[src/design/tt3_map.svh]
// register indices, field positions, reset values and counts of the timer
// assumes a 32-bit apb word per register; byte address is index times four
`ifndef TT3_MAP_SVH
`define TT3_MAP_SVH

// register indices (byte address = index * 4)
`define TT3_IDX_IE      8'ha8
`define TT3_IDX_IE1     8'ha9
`define TT3_IDX_IP      8'hb8
`define TT3_IDX_IP1     8'hb9
`define TT3_IDX_CTRL    8'hc8
`define TT3_IDX_MODE    8'hc9
`define TT3_IDX_RLD_LO  8'hca
`define TT3_IDX_RLD_HI  8'hcb
`define TT3_IDX_CNT_LO  8'hcc
`define TT3_IDX_CNT_HI  8'hcd
`define TT3_IDX_BANK    8'hce
`define TT3_IDX_STS     8'hd0
`define TT3_IDX_CLR     8'hd1
`define TT3_IDX_IEN     8'hd2

// bank pointer value that selects this timer, and its reset value
`define TT3_BANK_SEL    3'h3
`define TT3_BANK_RST    3'h2

// control register bit positions
`define TT3_C_OF        7
`define TT3_C_EX        6
`define TT3_C_GATE      3
`define TT3_C_RUN       2
`define TT3_C_CT        1
`define TT3_C_CR        0

// mode register bit positions and writable mask
`define TT3_M_BYP       7
`define TT3_M_OE        1
`define TT3_M_UD        0
`define TT3_M_MASK      8'hbf

// interrupt bit positions
`define TT3_IE_GLOBAL   7
`define TT3_IE1_T3      6
`define TT3_IP1_T3      6
`define TT3_IP_MASK     8'h7f
`define TT3_IX1_MASK    8'hdf

// status/enable layout: bit 0 overflow, bit 1 external event
`define TT3_S_OF        0
`define TT3_S_EX        1

// prescaler: system clock divided by twelve
`define TT3_PRE_DIV     12
`define TT3_PRE_TOP     4'hb

`endif

[src/design/tt3_pkg.sv]
// types shared by the third timer unit: apb carriers and the state record
// assumes the constants of tt3_map.svh for all numeric values
package tt3_pkg;

  typedef struct packed {
    logic        psel;
    logic        penable;
    logic        pwrite;
    logic [11:0] paddr;
    logic [31:0] pwdata;
  } tt3_apb_req_t;

  typedef struct packed {
    logic        pready;
    logic        pslverr;
    logic [31:0] prdata;
  } tt3_apb_rsp_t;

  typedef struct packed {
    logic [7:0]   ie;
    logic [7:0]   ie1;
    logic [7:0]   ip;
    logic [7:0]   ip1;
    logic [2:0]   bank;
    logic [7:0]   ctrl;
    logic [7:0]   mode;
    logic [15:0]  cnt;
    logic [15:0]  rld;
    logic [3:0]   pre;
    logic [1:0]   sts;
    logic [1:0]   ien;
    logic [2:0]   auxS;
    logic         auxL;
    logic [2:0]   pinS;
    logic         pinL;
    logic         clkO;
    logic         irq;
    tt3_apb_rsp_t rsp;
  } tt3_state_t;

endpackage : tt3_pkg

[src/design/tt3_timer.sv]
// third timer unit: 16-bit up or up/down timer/counter with capture and
// reload, clock output, banked registers and an apb slave
// assumes one 125 MHz clock, synchronous reset, pins asynchronous
//
// The APB slave port was decided locally.
`include "tt3_map.svh"
`timescale 1ns/1ns

module tt3_timer (
  input  wire logic                 clock,
  input  wire logic                 sys_rst,
  input  wire tt3_pkg::tt3_apb_req_t apbReq,
  output      tt3_pkg::tt3_apb_rsp_t apbRsp,
  input  wire logic                 auxPin,
  input  wire logic                 timerPinIn,
  output      logic                 timerPinOut,
  output      logic                 timerPinOe,
  output      logic                 irq,
  output      logic                 irqPriority,
  output      logic                 pwmRun
);

  tt3_pkg::tt3_state_t st_r;
  tt3_pkg::tt3_state_t st_nxt;

  // decoded bus and timer terms
  logic       access;
  logic       doWr;
  logic [7:0] idx;
  logic [7:0] wd;
  logic [7:0] rd;
  logic       hit;
  logic       bankOk;
  logic       auxFall;
  logic       pinFall;
  logic       tick;
  logic       upDown;
  logic       trig;
  logic       ovf;
  logic       evOf;
  logic       evEx;

  // next state: synchronisers, apb slave, counter and interrupt
  always_comb begin
    st_nxt  = st_r;
    access  = apbReq.psel && apbReq.penable;
    doWr    = access && apbReq.pwrite && st_r.rsp.pready;
    idx     = apbReq.paddr[9:2];
    wd      = apbReq.pwdata[7:0];
    bankOk  = (st_r.bank == `TT3_BANK_SEL);
    rd      = 8'h00;
    hit     = (apbReq.paddr[11:10] == 2'h0);
    auxFall = 1'b0;
    pinFall = 1'b0;
    tick    = 1'b0;
    trig    = 1'b0;
    ovf     = 1'b0;
    evOf    = 1'b0;
    evEx    = 1'b0;

    // three-stage synchronisers; a change counts once stages two and
    // three agree, so a single glitchy sample is never taken
    st_nxt.auxS = {st_r.auxS[1:0], auxPin};
    st_nxt.pinS = {st_r.pinS[1:0], timerPinIn};
    if (st_r.auxS[2] == st_r.auxS[1]) begin
      st_nxt.auxL = st_r.auxS[2];
      auxFall     = st_r.auxL && !st_r.auxS[2];
    end
    if (st_r.pinS[2] == st_r.pinS[1]) begin
      st_nxt.pinL = st_r.pinS[2];
      pinFall     = st_r.pinL && !st_r.pinS[2];
    end

    // count source: prescaler runs only with the run bit set
    upDown = st_r.mode[`TT3_M_UD] && !st_r.ctrl[`TT3_C_CR];
    if (st_r.ctrl[`TT3_C_RUN]) begin
      if (st_r.pre == `TT3_PRE_TOP) begin
        st_nxt.pre = 4'h0;
      end else begin
        st_nxt.pre = st_r.pre + 4'h1;
      end
      if (st_r.ctrl[`TT3_C_CT]) begin
        // pin pulses count only while the pin is not an output
        tick = pinFall && !st_r.mode[`TT3_M_OE];
      end else if (st_r.mode[`TT3_M_BYP]) begin
        tick = 1'b1;
      end else begin
        tick = (st_r.pre == `TT3_PRE_TOP);
      end
    end

    // count step, overflow and auto-reload
    if (tick) begin
      if (upDown && !st_r.auxL) begin
        // down count: underflow at the reload value wraps to all ones
        if (st_r.cnt == st_r.rld) begin
          st_nxt.cnt = 16'hffff;
          ovf        = 1'b1;
        end else begin
          st_nxt.cnt = st_r.cnt - 16'h0001;
        end
      end else if (st_r.cnt == 16'hffff) begin
        ovf = 1'b1;
        if (st_r.ctrl[`TT3_C_CR]) begin
          st_nxt.cnt = 16'h0000;
        end else begin
          st_nxt.cnt = st_r.rld;
        end
      end else begin
        st_nxt.cnt = st_r.cnt + 16'h0001;
      end
    end

    // aux edge: ignored when gated off or when it steers direction
    trig = auxFall && st_r.ctrl[`TT3_C_GATE] && !upDown;
    if (trig) begin
      if (st_r.ctrl[`TT3_C_CR]) begin
        st_nxt.rld = st_r.cnt;
      end else begin
        st_nxt.cnt = st_r.rld;
      end
    end
    evOf = ovf;
    evEx = trig;

    // clock output toggles on each overflow
    if (ovf) begin
      st_nxt.clkO = !st_r.clkO;
    end

    // apb: one wait state, answer on the second access cycle
    st_nxt.rsp.pready  = access && !st_r.rsp.pready;
    st_nxt.rsp.pslverr = 1'b0;
    st_nxt.rsp.prdata  = 32'h0000_0000;
    if (hit) begin
      case (idx)
        `TT3_IDX_IE:     rd = st_r.ie;
        `TT3_IDX_IE1:    rd = st_r.ie1;
        `TT3_IDX_IP:     rd = st_r.ip;
        `TT3_IDX_IP1:    rd = st_r.ip1;
        `TT3_IDX_BANK:   rd = {5'h00, st_r.bank};
        `TT3_IDX_CTRL:   rd = bankOk ? st_r.ctrl : 8'h00;
        `TT3_IDX_MODE:   rd = bankOk ? st_r.mode : 8'h00;
        `TT3_IDX_RLD_LO: rd = bankOk ? st_r.rld[7:0] : 8'h00;
        `TT3_IDX_RLD_HI: rd = bankOk ? st_r.rld[15:8] : 8'h00;
        `TT3_IDX_CNT_LO: rd = bankOk ? st_r.cnt[7:0] : 8'h00;
        `TT3_IDX_CNT_HI: rd = bankOk ? st_r.cnt[15:8] : 8'h00;
        `TT3_IDX_STS:    rd = {6'h00, st_r.sts};
        `TT3_IDX_CLR:    rd = 8'h00;
        `TT3_IDX_IEN:    rd = {6'h00, st_r.ien};
        default:         hit = 1'b0;
      endcase
    end
    if (access && !st_r.rsp.pready) begin
      st_nxt.rsp.prdata  = {24'h00_0000, rd};
      st_nxt.rsp.pslverr = !hit;
    end

    // software writes; hardware events are merged afterwards
    if (doWr && hit) begin
      case (idx)
        `TT3_IDX_IE:   st_nxt.ie = wd;
        `TT3_IDX_IE1:  st_nxt.ie1 = wd & `TT3_IX1_MASK;
        `TT3_IDX_IP:   st_nxt.ip = wd & `TT3_IP_MASK;
        `TT3_IDX_IP1:  st_nxt.ip1 = wd & `TT3_IX1_MASK;
        `TT3_IDX_BANK: st_nxt.bank = wd[2:0];
        `TT3_IDX_CTRL: begin
          // reserved bits 5:4 stay zero
          if (bankOk) begin
            st_nxt.ctrl = {wd[7:6], 2'h0, wd[3:0]};
          end
        end
        `TT3_IDX_MODE: begin
          if (bankOk) begin
            st_nxt.mode = wd & `TT3_M_MASK;
          end
        end
        `TT3_IDX_RLD_LO: begin
          if (bankOk) begin
            st_nxt.rld[7:0] = wd;
          end
        end
        `TT3_IDX_RLD_HI: begin
          if (bankOk) begin
            st_nxt.rld[15:8] = wd;
          end
        end
        `TT3_IDX_CNT_LO: begin
          if (bankOk) begin
            st_nxt.cnt[7:0] = wd;
          end
        end
        `TT3_IDX_CNT_HI: begin
          if (bankOk) begin
            st_nxt.cnt[15:8] = wd;
          end
        end
        `TT3_IDX_CLR:  st_nxt.sts = st_r.sts & ~wd[1:0];
        `TT3_IDX_IEN:  st_nxt.ien = wd[1:0];
        default:       st_nxt.ien = st_r.ien;
      endcase
    end

    // hardware sets win over a software clear in the same cycle
    if (evOf) begin
      st_nxt.ctrl[`TT3_C_OF] = 1'b1;
      st_nxt.sts[`TT3_S_OF]  = 1'b1;
    end
    if (evEx) begin
      st_nxt.ctrl[`TT3_C_EX] = 1'b1;
      st_nxt.sts[`TT3_S_EX]  = 1'b1;
    end

    // interrupt level from the next state so it tracks without lag
    st_nxt.irq = (|(st_nxt.sts & st_nxt.ien))
                 && (st_nxt.ctrl[`TT3_C_OF] || st_nxt.ctrl[`TT3_C_EX])
                 && st_nxt.ie1[`TT3_IE1_T3]
                 && st_nxt.ie[`TT3_IE_GLOBAL];
  end

  // single state register; reset loads constants only
  always_ff @(posedge clock) begin
    if (sys_rst) begin
      st_r      <= '0;
      st_r.bank <= `TT3_BANK_RST;
    end else begin
      st_r <= st_nxt;
    end
  end

  // all outputs straight from the state flops
  assign apbRsp      = st_r.rsp;
  assign irq         = st_r.irq;
  assign irqPriority = st_r.ip1[`TT3_IP1_T3];
  assign pwmRun      = st_r.ctrl[`TT3_C_RUN];
  assign timerPinOut = st_r.clkO;
  assign timerPinOe  = st_r.mode[`TT3_M_OE];

endmodule : tt3_timer

[config.mk]
export PLATFORM = sky130hd
export DESIGN_NAME = tt3_timer
export DESIGN_NICKNAME = d
export VERILOG_FILES = /design/src/design/tt3_pkg.sv /design/src/design/tt3_timer.sv
export VERILOG_INCLUDE_DIRS = /design/src /design/src/design
export SDC_FILE = /design/constraint.sdc
export NUM_CORES = 1
export LEC_CHECK = 0
export ABC_AREA = 1
export ABC_CLOCK_PERIOD_IN_PS = 4700
export BUFFER_PORTS_ARGS = -buffer_cell sky130_fd_sc_hd__clkbuf_2
export CAP_MARGIN = 20
export CORE_UTILIZATION = 60
export DETAILED_ROUTE_END_ITERATION = 10
export HOLD_SLACK_MARGIN = 0.05
export PLACE_DENSITY = 0.86
export SLEW_MARGIN = 40
export SYNTH_ARGS = -nofsm -noshare
export SYNTH_HDL_FRONTEND = slang
export SYNTH_SLANG_ARGS = --single-unit
[constraint.sdc]
create_clock -name clock -period 4.7 [get_ports clock]
set_clock_uncertainty 0.15 [all_clocks]
set_input_delay 0.47 -clock clock [delete_from_list [all_inputs] [get_ports clock]]
set_output_delay 0.47 -clock clock [all_outputs]
set_load 0.03 [all_outputs]
======== Yosys cells after proc, flatten, opt, wreduce, memory -nomap -nowiden ========
Cells that the tools add are included.
word-level totals
  word-level logic and storage cells ...... 142
  latch bits .............................. 0
  RAM bits ................................ 0
  output and inout bits ................... 39
  register bits ........................... 129
  memories ................................ 0
  ROM bits ................................ 0
  input port bits ......................... 51
cells by class
  add/subtract/negate cells ............... 3
  divide/modulo/power cells ............... 0
  shifts and indexed selects .............. 0
  bitwise logic cells ..................... 5
  $lt $le $gt $ge ......................... 0
  reduce and logical (&&, ||, !) cells .... 37
  multipliers ............................. 0
  multiplexer cells ....................... 52
  eq/ne operators ......................... 20
operators with widths
  operator                                                              number
  8-bit 2-to-1 mux                                                      21
  8-bit == test, second input constant                                  14
  16-bit 2-to-1 mux                                                     7
  8-bit case mux with 13 select lines                                   1
  83-bit 2-to-1 mux                                                     1
  32-bit 2-to-1 mux                                                     1
  16-bit by 1-bit adder with 16-bit output, second input constant       1
  16-bit == test                                                        1
  16-bit == test, second input constant                                 1
  16-bit by 1-bit subtractor with 16-bit output, second input constant  1
  1-bit logical AND                                                     15
  1-bit 2-to-1 mux                                                      15
  14-bit OR reduction                                                   1
  2-bit AND reduction                                                   5
  1-bit logical NOT                                                     9
  4-bit 2-to-1 mux                                                      2
  7-bit 2-to-1 mux                                                      1
  3-bit AND reduction                                                   2
  4-bit by 1-bit adder with 4-bit output, second input constant         1
  2-bit bitwise AND                                                     2
  4-bit == test, second input constant                                  1
  2-bit 2-to-1 mux                                                      2
  2-bit OR reduction                                                    2
  3-bit by 2-bit == test with 1-bit output, second input constant       1
  other kinds (7)                                                       9

======== Depth between registers and ports, before layout ========
Gate-level depths: netlist (run 1).
  depth after elaboration ................. 17
  depth in mapped cells ................... 15
  mapped depth without buffers ............ 15

======== Worst setup path before layout (run 1) ========
OpenSTA, ideal clock, no wires.
  path type ............................... input to register
  from .................................... input apbReq[40] (netlist name)
  to ...................................... register st_r[70] (netlist name)
  arrival time ............................ 1.782 ns
  library setup time ...................... 0.117 ns
  setup slack ............................. 2.651 ns
  required time ........................... 4.433 ns
  buffers on the path ..................... 1
  stages .................................. 12
  cell sequence ........................... nand2_1 inv_2 nand3_1 nor2_1 nor2_1 nand3_4 and2_1 nand3_1 buf_2 nand2_1 a21oi_1 nor2_1
on the way
  word-level cells in the longest chain between the ends .. 6
  elaborated cells on any way between the ends .. 20
  those cells by class .................... eq/ne: 14; mux: 4; reduce/logical: 2
RTL lines
  item                                     line                                RTL
  start: declaration                       tt3_timer.sv:12                     input wire tt3_pkg::tt3_apb_req_t apbReq,
  8-bit == test, on equally long branches  tt3_timer.sv:136, tt3_timer.sv:161
  14-bit OR reduction (no line)            -
  1-bit 2-to-1 mux                         tt3_timer.sv:136                    case (idx)
  1-bit 2-to-1 mux                         tt3_timer.sv:135                    if (hit) begin
  1-bit logical AND                        tt3_timer.sv:160                    if (doWr && hit) begin
  83-bit 2-to-1 mux *                      tt3_timer.sv:160
  end signal: assignment                   tt3_timer.sv:227                    st_r <= st_nxt;
  end: declaration                         tt3_timer.sv:23                     tt3_pkg::tt3_state_t st_r;
Every way passes the cells marked *; elsewhere a longest branch is shown, timed or not.
A chain may end at the register's enable or synchronous reset.

======== Final worst setup path (run 1) ========
  from .................................... register st_r[68] (netlist name)
  to ...................................... register st_r[79] (netlist name)
on the way
  word-level cells in the longest chain between the ends .. 9
  elaborated cells on any way between the ends .. 13
  those cells by class .................... add/sub: 2; eq/ne: 2; mux: 9
RTL lines
  item                                                                    line                               RTL
  16-bit by 1-bit adder with 16-bit output, or another cell as far along  tt3_timer.sv:110                   st_nxt.cnt = st_r.cnt + 16'h0001;
  16-bit 2-to-1 mux, on equally long branches                             tt3_timer.sv:102, tt3_timer.sv:96
  16-bit 2-to-1 mux *                                                     tt3_timer.sv:94                    if (upDown && !st_r.auxL) begin
  16-bit 2-to-1 mux *                                                     tt3_timer.sv:93                    if (tick) begin
  16-bit 2-to-1 mux                                                       tt3_timer.sv:117                   if (st_r.ctrl[`TT3_C_CR]) begin
  32-bit 2-to-1 mux *                                                     tt3_timer.sv:116                   if (trig) begin
  8-bit 2-to-1 mux                                                        tt3_timer.sv:194                   if (bankOk) begin
  8-bit 2-to-1 mux                                                        tt3_timer.sv:161                   case (idx)
  83-bit 2-to-1 mux *                                                     tt3_timer.sv:160
Marked as above.

==> flow_summary_export.csv, run 1 <==
group,metric,value,unit
global_route,grt_use_total,0.373,
cells_and_area,final_area,6960,sq um
synth,synthMuxAreaShare,0,
floorplan,num_rows,38,
clock_network,clk_latency,410,ps
pwr,seq_power_share,0.569,
pwr,clockPowerShare,0.369,
placement,dp_hpwl,15.1,mm
synth,synth_top_area_frac,0.312,
route,totalWireLength,21.1,mm
synth,ys.warnings.count,0,
cells_and_area,fillers,1060,
timing,tightestPinTransition,776,ps
floorplan,dieArea,11600,sq um
pwr,p_sw_frac,0.273,
clock_network,tritoncts,"yes",
synth,synth-simple-area-share,0.311,
cells_and_area,final_cell_mix,"nand2_1, o21ai_0, nor2_1",
clock_network,cts-buffers-inserted,9,
clock_network,postCtsHoldBufs,0,
global_route,grtUsageMet3,0.0811,
worst_setup_path,crit_arrival,3140,ps
clock_network,post_cts_resized,0,
clock_network,cts_max_path_buffers,2,
floorplan,die_w,108,um
timing,slew_headroom,0.480,
global_route,grt_max_degree,41,
pwr,intPower,1.14,mW
pwr,p_sw,428,uW
global_route,grt_pass1_wl,32.8,mm
timing,post-route-min-period,3010,ps
synth,synth_cell_types,40,
synth,seq_area_frac_synth,0.312,
synth,yosys_most_used_dff,"dfxtp_1",
floorplan,io_pins,90,
clock_network,htree_levels,3,
synth,syn_avg_cell_area,6.21,sq um
synth,synth_top_family_by_area,"simple AND/OR/NAND/NOR gates",
route,drc_errors,0,
global_route,grt.met2_usage,0.579,
timing,slew_viol_final,0,
global_route,antenna_found_initial,0,
placement,detailed_place.area,6760,sq um
timing,fmax,0.333,GHz
global_route,top_usage_layer,"met2",
route,dr_total_vias,7266,
route,dr.pass1.iters,6,
global_route,grtUsageMet1,0.469,
flow_run,maxCapViolations,0,
cells_and_area,fin_nets,1135,
route,ant_nets,0,
synth,yosysTopAreaCell,"dfxtp_1",
synth,ys_seq_elements,105,
cells_and_area,drive_gt1_frac,0.0764,
global_route,gr-total-overflow,0,
synth,synthArstFlopShare,0,
clock_network,root_buffer,"clkbuf_8",
timing,fin_setup_tns,0,ps
placement,port_buffers,39,
timing,hold_viol_final,0,
clock_network,clock_sinks,105,
synth,synth_xor_area_frac,0.0391,
pwr,pwr-share-comb,0.062,
floorplan,core,10900,sq um
worst_hold_path,min_path_type,"in2reg",
outcome,status,"complete, no violations",
floorplan,initial_utilization,0.618,
worst_setup_path,critical_path_class,"reg2reg",
worst_setup_path,worst_setup_path_start_kind,"flip-flop",
route,initialDrtViolationCount,790,
clock_network,clk_pin_slew,100,ps
route,wire_per_inst,17.2,um
pwr,irDropWorstVdd,0.184,mV
synth,synth_area,6730,sq um
worst_setup_path,endpoint_kind,"flip-flop",
timing,rsz0062_at_grt,"false",
synth,synth-edff-count,0,
cells_and_area,area_growth,3.38,%
synth,syn_inst,1084,
timing,fin_crit_sh,0.640,
floorplan,die_y,108,um
route,routed_via_density,5.93,
synth,synth_fa_ha_area_frac,0.00558,
worst_setup_path,rr_worst_depth,12,
synth,synth_area_leaders,"dfxtp_1, nand2_1, o21ai_0",
worst_hold_path,hold_depth,3,
global_route,grt_pass1_vias,6446,
placement,place.gp.congestion,0.962,
clock_network,postCtsSetupBuffers,0,
worst_setup_path,required,4840,ps
pwr,power.density,226,nW/um^2
worst_setup_path,crit_path_max_fanout,14,
timing,setup_viol,0,
synth,synth_compound_area_frac,0.196,
cells_and_area,diodes,0,
pwr,p_leak,3.15,nW
cells_and_area,final_common_cell,"nand2_1",
[per-layer routing]
metal / vias to the layer above / part of all wire
li1: 3463 / -
met1: 3282 / 0.39
met2: 440 / 0.46
met5: - / 0
met4: 0 / 0.048
met3: 81 / 0.11
[through the flow]
| stage | utilization | setup slack (ps) | power (mW) | std cells | hold slack (ps) |
|---|---|---|---|---|---|
| 4_1_cts | 0.639 | 1810 | 1.56 | 1226 | 94.4 |
| 5_1_grt | 0.639 | 1540 | 1.61 | 1226 | 104 |
| 3_5_place_dp | 0.620 | 1800 | 1.01 | 1210 | 245 |
| 6_report | 0.639 | 1690 | 1.57 | 1226 | 100 |
| 3_3_place_gp | 0.620 | 1830 | 1.01 | 1210 | 240 |
| 2_1_floorplan | - | 2650 | 0.993 | 1107 | 238 |
[cells in the mapped netlist, drive strengths merged, types with 2 or more instances]
cell type / count
nor3: 13
clkbuf: 24
nand2: 261
a31oi: 2
o211ai: 6
xor2: 29
dfxtp: 105
nor2: 127
o21ai: 128
o22ai: 3
a221oi: 3
a32oi: 2
ha: 3
inv: 113
clkinv: 5
nand3b: 2
a21oi: 97
nand4: 14
buf: 57
nand3: 77
o2111ai: 2
[sequential cells by signal, summed over array words and instances, names as in the netlist]
signal and flops:
apbRsp 10, irq 1, irqPriority 1, pwmRun 1, st_nxt 4, st_r 86
timerPinOe 1, timerPinOut 1
[kinds of logic (layout without fill, tap and decap cells)]
family | Yosys count | in the layout
DFF | 105 | 105
xor gates and xnor gates | 30 | 30
and+or+nand+nor | 496 | 496
buffers and inverters | 199 | 178
other | 1 | 24
adders and majority gates | 3 | 3
AOI/OAI and AO/OA | 250 | 250
[critical path: stages (launching register included)]
cell,delay (ps)
dfxtp_1,530
ha_1,240
nand3_1,130
nor2_1,250
nand2_1,150
nor2_2,510
inv_1,310
nand2_1,250
nand3_1,100
nand3_1,90
nand2_1,70
nand2_1,50
a21oi_1,70
[final timing paths]
kind              start          to  slack (ps)
max            st_r[68]    st_r[79]        1690
min              auxPin  st_nxt[42]         100
max reg2reg    st_r[68]    st_r[79]        1690
min reg2reg  st_nxt[42]  st_nxt[43]         260
[power by group through the flow]
stage | logic, mW | clock network, mW | registers, mW
final | 0.0971 | 0.579 | 0.893
after global routing | 0.104 | 0.613 | 0.894
after CTS | 0.0944 | 0.576 | 0.893
after detailed placement | 0.0943 | 0 | 0.914
after global placement | 0.0936 | 0 | 0.914
after floorplan | 0.0791 | 0 | 0.914
[final cells by class]
type | instances | area [sq um] | share of cell area
clock buffer | 11 | 151 | 0.0218
multi-input combinational | 803 | 3800 | 0.547
sequential | 105 | 2100 | 0.302
inverter | 118 | 444 | 0.0639
clock inverter | 5 | 46.3 | 0.00666
timing repair buffer | 44 | 233 | 0.0335
tap | 140 | 175 | 0.0252
Power figures use the tool's default switching activity.
==> inputs of run 2 (changes only) <==
--- a/config.mk
+++ b/config.mk
@@ -7,13 +7,13 @@
 export NUM_CORES = 1
 export LEC_CHECK = 0
 export ABC_AREA = 1
-export ABC_CLOCK_PERIOD_IN_PS = 4700
+export ABC_CLOCK_PERIOD_IN_PS = 2830
 export BUFFER_PORTS_ARGS = -buffer_cell sky130_fd_sc_hd__clkbuf_2
 export CAP_MARGIN = 20
-export CORE_UTILIZATION = 60
+export CORE_UTILIZATION = 59
 export DETAILED_ROUTE_END_ITERATION = 10
 export HOLD_SLACK_MARGIN = 0.05
-export PLACE_DENSITY = 0.86
+export PLACE_DENSITY = 0.84
 export SLEW_MARGIN = 40
 export SYNTH_ARGS = -nofsm -noshare
 export SYNTH_HDL_FRONTEND = slang
==> constraint.sdc (replaced) <==
create_clock -name clock -period 2.83 [get_ports clock]
set_clock_uncertainty 0.15 [all_clocks]
set_input_delay 0.283 -clock clock [delete_from_list [all_inputs] [get_ports clock]]
set_output_delay 0.283 -clock clock [all_outputs]
set_load 0.03 [all_outputs]
==> flow_summary_export.csv, run 2 (synthesis results as in run 1) <==
group,metric,value,unit
clock_network,cts-buffers-inserted,9,
worst_hold_path,hp-start,"apbReq[45]",
worst_setup_path,critical_path_class,"reg2reg",
worst_setup_path,rr_worst_depth,13,
worst_setup_path,path_buf_inv,0,
worst_setup_path,worst_setup_path_start_kind,"flip-flop",
global_route,gr-total-overflow,0,
cells_and_area,largest_reg_flops,86,
worst_setup_path,crit_top_cell,"nand2_1",
pwr,irDropWorstVdd,0.398,mV
worst_setup_path,endpoint_kind,"flip-flop",
clock_network,clock_sinks,105,
pwr,p_leak,3.35,nW
cells_and_area,largest-register,"st_r",
floorplan,die_y,109,um
route,routed_via_density,5.84,
timing,setup_viol,0,
cells_and_area,drive_gt1_frac,0.0986,
global_route,grt_max_degree,33,
clock_network,post_cts_resized,0,
pwr,power.density,409,nW/um^2
cells_and_area,final_common_cell,"nand2_1",
clock_network,root_buffer,"clkbuf_16",
clock_network,clk_pin_slew,70,ps
global_route,antenna_found_initial,0,
worst_setup_path,cp_slowest_cell,"dfxtp_1",
worst_hold_path,hold_depth,3,
worst_hold_path,min_path_type,"in2reg",
worst_setup_path,required,2980,ps
clock_network,cts_max_path_buffers,2,
clock_network,htree_levels,3,
cells_and_area,diodes,0,
route,dr_total_vias,7330,
timing,rsz0062_at_grt,"false",
route,drc_errors,0,
global_route,grt_pass1_wl,33.0,mm
cells_and_area,final_cell_mix,"nand2_1, o21ai_0, nor2_1",
cells_and_area,fin_nets,1165,
timing,fin_setup_tns,0,ps
worst_setup_path,crit_cells,13,
worst_setup_path,crit_path_max_fanout,5,
route,wire_per_inst,16.7,um
cells_and_area,fillers,1013,
worst_setup_path,regToRegStartpoint,"st_r[69]",
timing,tightestPinTransition,638,ps
worst_setup_path,crit_arrival,2620,ps
timing,post-route-min-period,2470,ps
route,initialDrtViolationCount,770,
placement,port_buffers,39,
timing,fin_crit_sh,0.874,
outcome,status,"complete, no violations",
route,totalWireLength,21.0,mm
timing,fmax,0.404,GHz
global_route,grt_use_total,0.370,
timing,hold_viol_final,0,
floorplan,initial_utilization,0.613,
route,dr.pass1.iters,7,
worst_setup_path,startpoint,"st_r[69]",
global_route,grt_pass1_vias,6495,
floorplan,core,11000,sq um
placement,place.gp.congestion,1.01,
floorplan,num_rows,38,
clock_network,tritoncts,"yes",
placement,dp_hpwl,15.1,mm
pwr,p_total,2.98,mW
floorplan,io_pins,90,
floorplan,die_w,109,um
worst_setup_path,max_stage_delay,420,ps
timing,slew_headroom,0.570,
flow_run,maxCapViolations,0,
cells_and_area,area_growth,8.46,%
route,ant_nets,0,
clock_network,clk_latency,360,ps
worst_setup_path,cp_top_family,"simple AND/OR/NAND/NOR gates",
floorplan,dieArea,11800,sq um
timing,slew_viol_final,0,
worst_setup_path,crit_chain,"ha_1 > nand3_1 > nor2_1 > nand2_1 > nor2_1 > nand3_1 > nand2_1 > nand2_1 > a21oi_1 > nor2_1 > nand2_1 > nand2_1 > nor2_1",
==> run 2: area by class of cell <==
cell class / instances / area [sq um] / share of cell area
sequential: 105 / 2100 / 0.288
tap: 140 / 175 / 0.0240
clock buffer: 10 / 239 / 0.0328
multi-input combinational: 803 / 3800 / 0.521
inverter: 118 / 443 / 0.0607
clock inverter: 6 / 71.3 / 0.00977
timing repair buffer: 74 / 463 / 0.0634
==> run 2: through the flow <==
stage                     std cells  hold slack [ps]  worst slack (ps)  area, sq um   util
final                          1256             50.8               356         7300  0.664
after global routing           1256             66.4               129         7300  0.664
after CTS                      1256             57.3               395         7290  0.664
after detailed placement       1238              246               400         6960  0.634
after global placement         1238              239               426         6960  0.634
after floorplan                1107              238               834         6810      -
==> run 2: power breakdown <==
group	switching [mW]	internal (mW)
sequential	0.00251	1.48
combinational	0.136	0.0353
clock	0.607	0.722
==> run 2: layer usage <==
metal  wire, um  part of all wire  global-route usage  up-vias
li1           -                 -                   -     3544
met1       8050              0.38               0.464     3239
met2       9400              0.45               0.585      450
met3       2380              0.11              0.0789       97
met4       1150             0.055               0.215        0
met5          0                 0                   0        -
==> run 2: path summary, 6_finish.rpt <==
kind | endpoint | slack [ps]
worst max-delay path | irq | 360
worst min-delay path | apbRsp[32] | 50
worst max register to register | irq | 360
worst min register to register | st_nxt[39] | 250
==> run 2: repair_timing <==
| action | 4_1_cts | 5_1_grt |
|---|---|---|
| setup buffers | 0 | 0 |
| hold endpoints to repair | 2 | 0 |
| hold buffers | 2 | 0 |
| setup endpoints to repair | 0 | 0 |
==> run 2: tightest hold or removal path, cell delays in order <==
cell and delay (ps):
clkbuf_2 80, nand2_1 90, nor4_1 70
